**src/core/uarx_pkg.sv**
```systemverilog
// Purpose: Shared constants and types of the asynchronous receive recovery block.
// Assumes: APB register map with one aligned 32-bit word per register.
// Notes: Offsets are byte addresses.
`default_nettype none
package uarx_pkg;
  localparam logic [7:0] UARX_CTRL_OFS = 8'h00;
  localparam logic [7:0] UARX_DATA_OFS = 8'h04;
  localparam logic [7:0] UARX_STAT_OFS = 8'h08;
  localparam logic [7:0] UARX_CLR_OFS = 8'h0C;
  localparam logic [7:0] UARX_IEN_OFS = 8'h10;
  localparam int CTRL_EN_BIT = 0;
  localparam int CTRL_DS_BIT = 1;
  localparam int CTRL_LEN_LSB = 4;
  localparam logic [7:0] CTRL_RST = 8'h80;
  localparam logic [2:0] IEN_RST = 3'h0;
  localparam int DATA_FE_BIT = 16;
  localparam int DATA_VALID_BIT = 31;
  localparam int STAT_BUSY_BIT = 8;
  localparam int STAT_FULL_BIT = 9;
  localparam int NUM_EV = 3;
  localparam int EV_DONE = 0;
  localparam int EV_FE = 1;
  localparam int EV_OVR = 2;
  localparam logic [4:0] SPB_NORMAL = 5'h10;
  localparam logic [4:0] SPB_DOUBLE = 5'h08;
  localparam logic [4:0] VOTE_FIRST_NORMAL = 5'h08;
  localparam logic [4:0] VOTE_FIRST_DOUBLE = 5'h04;
  localparam logic [3:0] LEN_MIN = 4'h5;
  localparam logic [3:0] LEN_MAX = 4'hA;
  typedef enum logic [1:0] {
    ST_IDLE = 2'b00,
    ST_START = 2'b01,
    ST_DATA = 2'b11,
    ST_STOP = 2'b10
  } uarx_state_t;
  typedef struct packed {
    logic fe;
    logic [9:0] data;
  } uarx_frame_t;
endpackage : uarx_pkg
`default_nettype wire

```
**src/core/uarx_core.sv**
```systemverilog
// Purpose: Start-bit clock recovery and majority-vote data recovery of a serial receiver.
// Assumes: sample_tick is a one-cycle pulse at 16 or 8 times the bit rate.
// Notes: One received frame is held for software with its frame error flag.
// Functional notes
// - Sample the line sixteen ticks per bit, or eight in double speed.
// - Double speed applies when the double speed select bit is one.
// - Idle falling edge starts start detection; first low sample is sample one.
// - Start validity uses samples 8, 9, 10, or 4, 5, 6 in double speed.
// - Two or more high start samples reject the start as noise.
// - Bit timing resynchronises on each valid start; data follows only then.
// - Each start and data bit walks sixteen (or eight) sample states, numbered by state.
// - Each data and parity bit is the majority of three centre samples.
// - Recovery runs through the first stop bit; later stop bits are ignored.
// - Stop bit is voted; a zero sets the frame error flag.
// - Next falling edge accepted right after the stop vote; later in double speed.
// - Frames carry five to ten data plus parity bits.
// - Frame error is held with its frame until that frame is read.
// - Clearing the receiver enable stops reception and flushes the held frame.
//
// The implementer's own choices: the APB register port and the register offsets.
`default_nettype none
module uarx_core
  import uarx_pkg::*;
(
  // Clock and reset.
  input wire logic pclk,
  input wire logic presetn,
  // APB slave.
  input wire logic [7:0] paddr,
  input wire logic psel,
  input wire logic penable,
  input wire logic pwrite,
  input wire logic [31:0] pwdata,
  output logic [31:0] prdata,
  output logic pready,
  output logic pslverr,
  // Serial line and oversampling tick.
  input wire logic serial_in_pin,
  input wire logic sample_tick,
  // Interrupt.
  output logic irq
);
  logic sync1_r;
  logic sync2_r;
  logic last_r;
  logic [7:0] ctrl_r;
  logic [NUM_EV-1:0] stat_r;
  logic [NUM_EV-1:0] ien_r;
  logic [31:0] prdata_r;
  uarx_state_t state_r;
  uarx_state_t state_nxt;
  logic [4:0] cnt_r;
  logic [4:0] cnt_nxt;
  logic [3:0] idx_r;
  logic [3:0] idx_nxt;
  logic [1:0] hist_r;
  logic [9:0] shreg_r;
  uarx_frame_t hold_r;
  logic full_r;

  // Register decode.
  wire access = psel & penable;
  wire setup = psel & ~penable;
  wire wr = access & pwrite;
  wire hit_ctrl = paddr == UARX_CTRL_OFS;
  wire hit_data = paddr == UARX_DATA_OFS;
  wire hit_stat = paddr == UARX_STAT_OFS;
  wire hit_clr = paddr == UARX_CLR_OFS;
  wire hit_ien = paddr == UARX_IEN_OFS;
  wire hit = hit_ctrl | hit_data | hit_stat | hit_clr | hit_ien;
  // Popping only a frame that was captured at setup keeps a frame that lands
  // during the access phase from being discarded unseen.
  wire pop = access & ~pwrite & hit_data & prdata_r[DATA_VALID_BIT];

  // Mode decode.
  wire en = ctrl_r[CTRL_EN_BIT];
  wire ds = ctrl_r[CTRL_DS_BIT];
  wire [3:0] len_cfg = ctrl_r[CTRL_LEN_LSB +: 4];
  wire [3:0] len = (len_cfg < LEN_MIN) ? LEN_MIN : (len_cfg > LEN_MAX) ? LEN_MAX : len_cfg;
  wire [4:0] spb = ds ? SPB_DOUBLE : SPB_NORMAL;
  wire [4:0] vote_first = ds ? VOTE_FIRST_DOUBLE : VOTE_FIRST_NORMAL;
  wire [4:0] vote_pos = vote_first + 5'h02;
  wire [4:0] stop_exit = ds ? vote_pos + 5'h01 : vote_pos;

  // Sampling decode; line is read only after the second synchroniser stage.
  wire line = sync2_r;
  wire tick = sample_tick & en;
  wire busy = state_r != ST_IDLE;
  wire fall = tick & last_r & ~line;
  wire at_capture = tick & busy & ((cnt_r == vote_first) | (cnt_r == vote_first + 5'h01));
  wire at_vote = tick & busy & (cnt_r == vote_pos);
  wire at_end = tick & busy & (cnt_r == spb);
  wire maj = (hist_r[1] & hist_r[0]) | (hist_r[1] & line) | (hist_r[0] & line);
  wire frame_done = at_vote & (state_r == ST_STOP);
  wire [NUM_EV-1:0] ev;
  assign ev[EV_DONE] = frame_done;
  assign ev[EV_FE] = frame_done & ~maj;
  assign ev[EV_OVR] = frame_done & full_r & ~pop;
  wire [NUM_EV-1:0] clr_mask = (wr & hit_clr) ? pwdata[NUM_EV-1:0] : '0;

  always_comb
  begin
    state_nxt = state_r;
    cnt_nxt = cnt_r;
    idx_nxt = idx_r;
    if (tick & busy)
    begin
      cnt_nxt = at_end ? 5'h01 : cnt_r + 5'h01;
    end
    case (state_r)
      ST_IDLE:
      begin
        if (fall)
        begin
          state_nxt = ST_START;
          // The edge tick is sample one, so the next tick must count as two.
          cnt_nxt = 5'h02;
        end
      end
      ST_START:
      begin
        if (at_vote & maj)
        begin
          state_nxt = ST_IDLE;
        end
        else if (at_end)
        begin
          state_nxt = ST_DATA;
          idx_nxt = 4'h0;
        end
      end
      ST_DATA:
      begin
        if (at_end)
        begin
          if (idx_r == len - 4'h1)
          begin
            state_nxt = ST_STOP;
          end
          else
          begin
            idx_nxt = idx_r + 4'h1;
          end
        end
      end
      ST_STOP:
      begin
        if (tick & (cnt_r == stop_exit))
        begin
          state_nxt = ST_IDLE;
        end
      end
      default:
      begin
        state_nxt = ST_IDLE;
      end
    endcase
    if (!en)
    begin
      state_nxt = ST_IDLE;
    end
  end

  // Two-stage input synchroniser.
  always_ff @(posedge pclk or negedge presetn)
  begin
    if (!presetn)
    begin
      sync1_r <= 1'b1;
      sync2_r <= 1'b1;
    end
    else
    begin
      sync1_r <= serial_in_pin;
      sync2_r <= sync1_r;
    end
  end

  always_ff @(posedge pclk or negedge presetn)
  begin
    if (!presetn)
    begin
      state_r <= ST_IDLE;
      cnt_r <= 5'h00;
      idx_r <= 4'h0;
      last_r <= 1'b1;
      hist_r <= 2'h0;
    end
    else
    begin
      state_r <= state_nxt;
      cnt_r <= cnt_nxt;
      idx_r <= idx_nxt;
      if (tick)
      begin
        last_r <= line;
      end
      if (at_capture)
      begin
        hist_r <= {hist_r[0], line};
      end
    end
  end

  always_ff @(posedge pclk or negedge presetn)
  begin
    if (!presetn)
    begin
      shreg_r <= 10'h000;
    end
    else if (state_r == ST_IDLE)
    begin
      shreg_r <= 10'h000;
    end
    else if (at_vote & (state_r == ST_DATA))
    begin
      shreg_r[idx_r] <= maj;
    end
  end

  // Single holding slot; the error flag travels with its frame.
  always_ff @(posedge pclk or negedge presetn)
  begin
    if (!presetn)
    begin
      full_r <= 1'b0;
      hold_r <= '0;
    end
    else if (!en)
    begin
      full_r <= 1'b0;
    end
    else if (frame_done & (~full_r | pop))
    begin
      full_r <= 1'b1;
      hold_r <= '{fe: ~maj, data: shreg_r};
    end
    else if (pop)
    begin
      full_r <= 1'b0;
    end
  end

  always_ff @(posedge pclk or negedge presetn)
  begin
    if (!presetn)
    begin
      ctrl_r <= CTRL_RST;
      ien_r <= IEN_RST;
      stat_r <= '0;
    end
    else
    begin
      if (wr & hit_ctrl)
      begin
        ctrl_r <= pwdata[7:0];
      end
      if (wr & hit_ien)
      begin
        ien_r <= pwdata[NUM_EV-1:0];
      end
      stat_r <= (stat_r & ~clr_mask) | ev;
    end
  end

  // Read data is captured in the setup cycle so the access phase needs no wait.
  wire [31:0] rd_mux = hit_ctrl ? {24'h000000, ctrl_r} :
                       hit_data ? {full_r, 14'h0000, hold_r.fe, 6'h00, hold_r.data} :
                       hit_stat ? {22'h000000, full_r, busy, 5'h00, stat_r} :
                       hit_ien ? {29'h00000000, ien_r} : 32'h00000000;

  always_ff @(posedge pclk or negedge presetn)
  begin
    if (!presetn)
    begin
      prdata_r <= 32'h00000000;
    end
    else if (setup & ~pwrite)
    begin
      prdata_r <= rd_mux;
    end
  end

  assign prdata = prdata_r;
  assign pready = 1'b1;
  assign pslverr = access & ~hit;
  assign irq = |(stat_r & ien_r);

  sync_chain_a: assert property (@(posedge pclk) disable iff (!presetn)
    ##2 (line == $past(serial_in_pin, 2))) else $error("synchroniser depth wrong");
  start_detect_a: assert property (@(posedge pclk) disable iff (!presetn)
    (state_r == ST_IDLE && fall) |=> (state_r == ST_START && cnt_r == 5'h02))
    else $error("falling edge not taken as sample one");
  start_reject_a: assert property (@(posedge pclk) disable iff (!presetn)
    (state_r == ST_START && at_vote && maj) |=> state_r == ST_IDLE)
    else $error("noisy start not rejected");
  start_accept_a: assert property (@(posedge pclk) disable iff (!presetn)
    (state_r == ST_START && at_end && en) |=> (state_r == ST_DATA && idx_r == 4'h0))
    else $error("valid start did not begin data");
  bit_wrap_a: assert property (@(posedge pclk) disable iff (!presetn)
    (busy && en && cnt_r <= spb) |-> cnt_r != 5'h00) else $error("sample state out of range");
  double_span_a: assert property (@(posedge pclk) disable iff (!presetn)
    (state_r == ST_DATA && ds) |-> cnt_r <= SPB_DOUBLE) else $error("double speed span exceeded");
  vote_store_a: assert property (@(posedge pclk) disable iff (!presetn)
    (state_r == ST_DATA && at_vote && en) |=> shreg_r[$past(idx_r)] == $past(maj))
    else $error("voted bit not stored");
  frame_len_a: assert property (@(posedge pclk) disable iff (!presetn)
    (state_r == ST_DATA && state_nxt == ST_STOP) |-> idx_r == len - 4'h1)
    else $error("wrong number of bits before stop");
  stop_error_a: assert property (@(posedge pclk) disable iff (!presetn)
    (frame_done && !full_r && en) |=> (full_r && hold_r.fe == !$past(maj)))
    else $error("frame error not held with frame");
  stop_exit_a: assert property (@(posedge pclk) disable iff (!presetn)
    (state_r == ST_STOP && tick && cnt_r == stop_exit) |=> state_r == ST_IDLE)
    else $error("receiver not rearmed after stop");
  disable_flush_a: assert property (@(posedge pclk) disable iff (!presetn)
    !en |=> (state_r == ST_IDLE && !full_r)) else $error("disable did not flush");
  // The vote checks name sample numbers outright so that an off-by-one count shows up.
  start_window_a: assert property (@(posedge pclk) disable iff (!presetn)
    (state_r == ST_START && state_nxt == ST_IDLE && en) |-> cnt_r == (ds ? 5'h06 : 5'h0A))
    else $error("start decided off its third vote sample");
  // A held frame may only leave by a read or a disable.
  hold_keep_a: assert property (@(posedge pclk) disable iff (!presetn)
    (full_r && !pop && en) |=> (full_r && $stable(hold_r)))
    else $error("held frame changed before it was read");
  pop_empty_a: assert property (@(posedge pclk) disable iff (!presetn)
    (pop && !frame_done) |=> !full_r)
    else $error("read frame not released");
  // A same-cycle clear must not hide the event; the set wins.
  stop_flag_a: assert property (@(posedge pclk) disable iff (!presetn)
    ev[EV_FE] |=> stat_r[EV_FE])
    else $error("frame error event lost");
  frame_seen_c: cover property (@(posedge pclk) disable iff (!presetn) frame_done && maj);
  noise_reject_c: cover property (@(posedge pclk) disable iff (!presetn)
    state_r == ST_START && at_vote && maj);
  frame_error_c: cover property (@(posedge pclk) disable iff (!presetn) ev[EV_FE]);
  overrun_c: cover property (@(posedge pclk) disable iff (!presetn) ev[EV_OVR]);
  double_frame_c: cover property (@(posedge pclk) disable iff (!presetn)
    frame_done && ds);
endmodule : uarx_core
`default_nettype wire

```
**config.mk**
```make
export PLATFORM = sky130hd
export DESIGN_NAME = uarx_core
export DESIGN_NICKNAME = d
export VERILOG_FILES = /design/src/core/uarx_pkg.sv /design/src/core/uarx_core.sv
export SDC_FILE = /design/constraint.sdc
export NUM_CORES = 1
export LEC_CHECK = 0
export ABC_AREA = 1
export BUFFER_PORTS_ARGS = -buffer_cell sky130_fd_sc_hd__buf_2
export CAP_MARGIN = 10
export CORE_MARGIN = 3
export CORE_UTILIZATION = 50
export CTS_CLUSTER_SIZE = 8
export DETAILED_ROUTE_END_ITERATION = 6
export MAX_ROUTING_LAYER = met4
export PLACE_DENSITY_LB_ADDON = 0.1
export SYNTH_ARGS = -nofsm -noshare
export SYNTH_HDL_FRONTEND = slang
export SYNTH_SLANG_ARGS = --single-unit
```
**constraint.sdc**
```tcl
create_clock -name pclk -period 3.9 [get_ports pclk]
set_clock_uncertainty 0.2 [all_clocks]
set_input_delay 0.195 -clock pclk [delete_from_list [all_inputs] [get_ports pclk]]
set_output_delay 0.195 -clock pclk [all_outputs]
set_load 0.01 [all_outputs]
```
### Word-level counts from Yosys, hierarchy flattened

Cells that the tools add are included.

| operators by class | value |
|---|---|
| $lt $le $gt $ge | 4 |
| add/sub/neg operators | 6 |
| reduce and logical (&&, ||, !) cells | 10 |
| equal/unequal tests | 23 |
| mux-type cells | 35 |
| bitwise logic cells | 48 |

Operators by type and width:

| cell | number |
|---|---|
| 32-bit 2-to-1 mux | 2 |
| 10-bit 2-to-1 mux | 3 |
| 5-bit 2-to-1 mux | 6 |
| 1-bit AND | 29 |
| 4-bit 2-to-1 mux | 7 |
| 5-bit == test | 4 |
| 8-bit by 4-bit == test with 1-bit output, second input constant | 2 |
| 2-bit 2-to-1 mux | 7 |
| 5-bit by 1-bit adder with 5-bit output, second input constant | 2 |
| 10-bit bitwise mux | 1 |
| 5-bit AND reduction | 2 |
| 3-bit != test, second input constant | 3 |
| 8-bit by 3-bit == test with 1-bit output, second input constant | 1 |
| 8-bit by 5-bit == test with 1-bit output, second input constant | 1 |
| 8-bit logical NOT | 1 |
| 2-bit != test, second input constant | 4 |
| 1-bit bitwise OR | 8 |
| 2-bit one-hot mux with 4 select lines | 1 |
| 4-bit one-hot mux with 2 select lines | 1 |
| 1-bit NOT | 7 |
| 3-bit AND | 2 |
| 3-bit 2-to-1 mux | 2 |
| 2-bit nonzero test | 3 |
| 4-bit by 1-bit adder with 5-bit output, second input constant | 1 |
| 22 further kinds | 26 |

| word-level totals | value |
|---|---|
| input port bits | 47 |
| logic and storage cells | 141 |
| register bits after elaboration | 84 |
| output and inout port bits | 35 |

### Logic depth before layout (Yosys ltp)

| logic depth | value |
|---|---|
| word-level depth | 9 |
| mapped depth | 18 |
| mapped depth without buffers | 18 |

### Worst setup path before layout

OpenSTA, ideal clock, no wires.

| path | value |
|---|---|
| path kind | reg-to-reg |
| start point | register ctrl_r[7] |
| end point | register idx_r[2] |
| clock period less this slack | 2.078 ns |
| stages on the path, launching flop included | 14 |
| data required time | 3.586 ns |
| path buffers | 0 |
| setup time | 0.114 ns |
| data arrival time | 1.764 ns |
| setup slack | 1.822 ns |
| path through | dfstp_2 -> inv_1 -> o21ai_1 -> nand2_1 -> inv_1 -> ha_1 -> xor2_1 -> nand3_1 -> nor2_1 -> nand3_1 -> nand3_1 -> nand2_1 -> inv_1 -> nor2_1 |

| on the way | value |
|---|---|
| cells in the longest elaborated chain, start to end | 7 |
| elaborated cells on any way between the ends | 8 |
| classes of those cells | 1 x add/sub; 2 x order compare; 2 x eq/ne; 2 x mux; 1 x reduce/logical |

RTL lines:

| element | RTL line | text |
|---|---|---|
| start, declared | uarx_core.sv:46 | `logic [7:0] ctrl_r;` |
| start signal, assigned | uarx_core.sv:256 | `ctrl_r <= pwdata[7:0];` |
| 4-bit > comparator | uarx_core.sv:79 | `wire [3:0] len = (len_cfg < LEN_MIN) ? LEN_MIN : (len_cfg > LEN_MAX) ? LEN_MAX : len_cfg;` |
| 4-bit 2-to-1 mux | uarx_core.sv:79 |  |
| 4-bit 2-to-1 mux * | uarx_core.sv:79 |  |
| 4-bit by 1-bit subtractor with 4-bit output * | uarx_core.sv:136 | `if (idx_r == len - 4'h1)` |
| 4-bit == test * | uarx_core.sv:136 |  |
| 2-bit != test (no source line) * | n/a |  |
| 5-bit AND reduction (no source line) * | n/a |  |
| end signal, assigned | uarx_core.sv:193 | `idx_r <= idx_nxt;` |
| end, declared | uarx_core.sv:54 | `logic [3:0] idx_r;` |

Every way passes the cells marked *; elsewhere a longest branch is shown, timed or not.
A chain may end at the register's enable or synchronous reset.

### Worst setup path in the final report

| path | value |
|---|---|
| start point | register ctrl_r[7] |
| end point | register state_r[1] |

| on the way | value |
|---|---|
| cells in the longest elaborated chain, start to end | 7 |
| elaborated cells on any way between the ends | 8 |
| classes of those cells | 1 x add/sub; 2 x order compare; 2 x eq/ne; 2 x mux; 1 x reduce/logical |

RTL lines:

| element | RTL line | text |
|---|---|---|
| 4-bit > comparator | uarx_core.sv:79 |  |
| 4-bit 2-to-1 mux | uarx_core.sv:79 |  |
| 4-bit 2-to-1 mux * | uarx_core.sv:79 |  |
| 4-bit by 1-bit subtractor with 4-bit output * | uarx_core.sv:136 |  |
| 4-bit == test * | uarx_core.sv:136 |  |
| 3-bit != test (no source line) * | n/a |  |
| 5-bit AND reduction (no source line) * | n/a |  |
| end signal, assigned | uarx_core.sv:191 | `state_r <= state_nxt;` |
| end, declared | uarx_core.sv:50 | `uarx_state_t state_r;` |

Marked as above.

==> results.txt <==
Port Buffer Count -> 36
Asr flop ratio synth -> 1.00
Maxcap violations -> 0
Share of cells above drive strength 1 -> 0.176
Global-route usage over all layers -> 0.192
Leakage dissipation -> 2.07 nW
Status -> completed
Core Region -> 6940 um2
Cell Area, Synth -> 3640 um2
Chip width -> 91.4 um
Area Growth Syn to Fin -> 12.5%
Post-cts resize count -> 0
RSZ-0062 raised after global routing -> no
ANT nets after route -> 0
Gate Count Post-Synth -> 462
Synth area leaders -> dfrtp_1 (41%), nand2_1 (12%), nand3_1 (5.5%)
Clk slew on worst S/H paths -> 0.07 ns
Netlist cell types -> 37
Clock sink total -> 64
Flops & latches, synth -> 64
Crit path kind -> flip-flop to flip-flop
Worst VDD drop -> 221 uV
First-pass GRT wire length -> 12.6 mm
Top cell type's share of synthesized area -> 0.412
Drt pass-1 iters -> 4
Post-DP HPWL -> 5.33 mm
CTS Root Buffer Type -> clkbuf_8
Highest clock rate -> 0.425 GHz
Ant diodes -> 0
Pins Over Slew Limit -> 0
Final wirelength -> 7.36 mm
Most used DFF post-synth -> dfrtp_1
Routability congestion estimate -> 0.850
Rel. slew slack -> 0.360
EDFF count, synth -> 0
Hold Crit Class -> input port to flip-flop
Vias in the first global route -> 2,839
Startpoint Class -> flip-flop
Row count -> 30
Required time of the critical path -> 3.93 ns
Setup violators final -> 0
Post-Syn Area per Cell -> 7.89 um2
Antenna violations before repair -> 0
Global route total overflow -> 0
H-tree level count -> 3
Longest Clk Path Bufs -> 2
Critical Path AT -> 2.38 ns
Ports -> 82
DR vias -> 3,008
Post-CTS setup buffers -> 0
Worst-Margin Slew -> 0.960 ns
Pwr dens -> 305 nW/um2
# nets final -> 567
# DRC -> 0
Max FO, Critical Path -> 5
Clock Latency Late Sink -> 0.33 ns
Routed length per instance -> 12.0 um
Final hold violations -> 0
Syn. warnings -> 0
CTS tree -> yes
Vias per cell -> 4.92
Critical Path Sink Type -> flip-flop
Total Die Area -> 8350 um2
Area leader, netlist -> dfrtp_1
Die height -> 91.4 um
First DRT Iteration DRCs -> 217
Largest net degree at the start of global routing -> 44
Starting Density -> 0.525
Place WS -> 1.58 ns
Final setup TNS -> 0 ns
Seq/Total Area, Yosys -> 0.441
PnR worst setup slack -> 1.55 ns
CTS Buf Count -> 9
Tcrit/Tclk final -> 0.603
Final Critical Period -> 2.35 ns
-- cell usage in the layout (no fill, tap or decap), types with 10 or more instances in the layout --
cell type      netlist  routed
o21ai_1             22      22
inv_1               52      52
a21oi_1             13      13
nor2_1              35      35
clkbuf_8             0      10
o21ai_0             15      15
dlygate4sd3_1        0      11
o21ai_2             11      11
nand2_1            116     116
conb_1               2      21
dfrtp_1             60      60
nand3_1             40      40
buf_2                2      36
-- where the power goes --
group          total (W)  leakage (nW)  switching, W  internal, W
logic          0.0000767          1.15     0.0000477    0.0000290
clock network   0.000495        0.0878      0.000252     0.000243
registers       0.000681         0.838    0.00000645     0.000674
total            0.00125          2.07      0.000307     0.000946
-- per-layer routing --
metal,wire [um],GRT usage,up-vias,part of all wire
li1,-,-,1550,-
met1,3440,0.252,1374,0.47
met2,3410,0.291,78,0.46
met3,465,0.0439,6,0.063
met4,48,0.0678,0,0.0065
met5,0,-,-,0
-- worst max-delay path: stages (launching register included) --
cell,delay (ns)
dfstp_2,0.57
inv_1,0.10
o21ai_1,0.16
nand2_1,0.10
inv_1,0.07
ha_1,0.24
xor2_1,0.14
nand3_1,0.10
nor2_1,0.15
nand2_1,0.09
nand2_1,0.09
nand3_1,0.10
nand3_1,0.08
nand2_1,0.06
-- registers in the layout, indices dropped and copies added (netlist names) --
signal,flops
stat_r,3
shreg_r,10
hist_r,2
sync1_r,1
cnt_r,5
full_r,1
line,1
hold_r,11
ien_r,3
idx_r,4
prdata,12
state_r,2
last_r,1
ctrl_r,8
-- worst paths after layout --
path	start	to	cells after the start	slack [ns]
max reg2reg	ctrl_r[7]	state_r[1]	13	1.55
max in group asynchronous	presetn	ctrl_r[7]	3	2.26
max	ctrl_r[7]	state_r[1]	13	1.55
min in group asynchronous	presetn	ctrl_r[2]	2	0.34
min reg2reg	sync1_r	line	0	0.16
min	pwrite	full_r	5	0.08
-- area by class of cell --
cell class | count | area [um2]
clock buffer | 10 | 138
multi-input combinational | 327 | 1660
timing repair buffer | 50 | 313
fill | 643 | 2840
clock inverter | 6 | 35.0
inverter | 59 | 226
sequential | 64 | 1610
tap | 96 | 120
-- synthesized netlist by cell type, types with 9 or more instances --
cell type	number
nand2_1	116
ha_1	9
buf_4	21
o21ai_2	11
o21ai_1	22
inv_1	52
o21ai_0	15
a21oi_1	13
dfrtp_1	60
nor2_1	35
nand3_1	40
-- through the flow --
stage / util / hold slack, ns / power [W] / area [um2] / std cells
after floorplan: - / -0.301 / 0.000740 / 3720 / 481
after global placement: 0.550 / 0.101 / 0.000761 / 3820 / 585
after detailed placement: 0.550 / 0.102 / 0.000762 / 3820 / 585
after CTS: 0.591 / 0.0547 / 0.00127 / 4100 / 612
after global routing: 0.591 / 0.0938 / 0.00131 / 4100 / 612
final: 0.591 / 0.0768 / 0.00125 / 4100 / 612
-- timing repair --
item / 4_1_cts / 5_1_grt
endpoints found under the hold margin: 52 / 0
endpoints found under the setup margin: 0 / 0
hold buffers: 11 / 0
-- cell families after synthesis --
kind of cell | Yosys count | share of synthesized area
and+or+nand+nor | 218 | 0.265
AOI/OAI and AO/OA | 74 | 0.127
buffers and inverters | 90 | 0.123
xor gates and xnor gates | 5 | 0.0120
DFF | 64 | 0.441
adders and majority gates | 9 | 0.0309
other | 2 | 0.00206
Power figures use the tool's default switching activity.
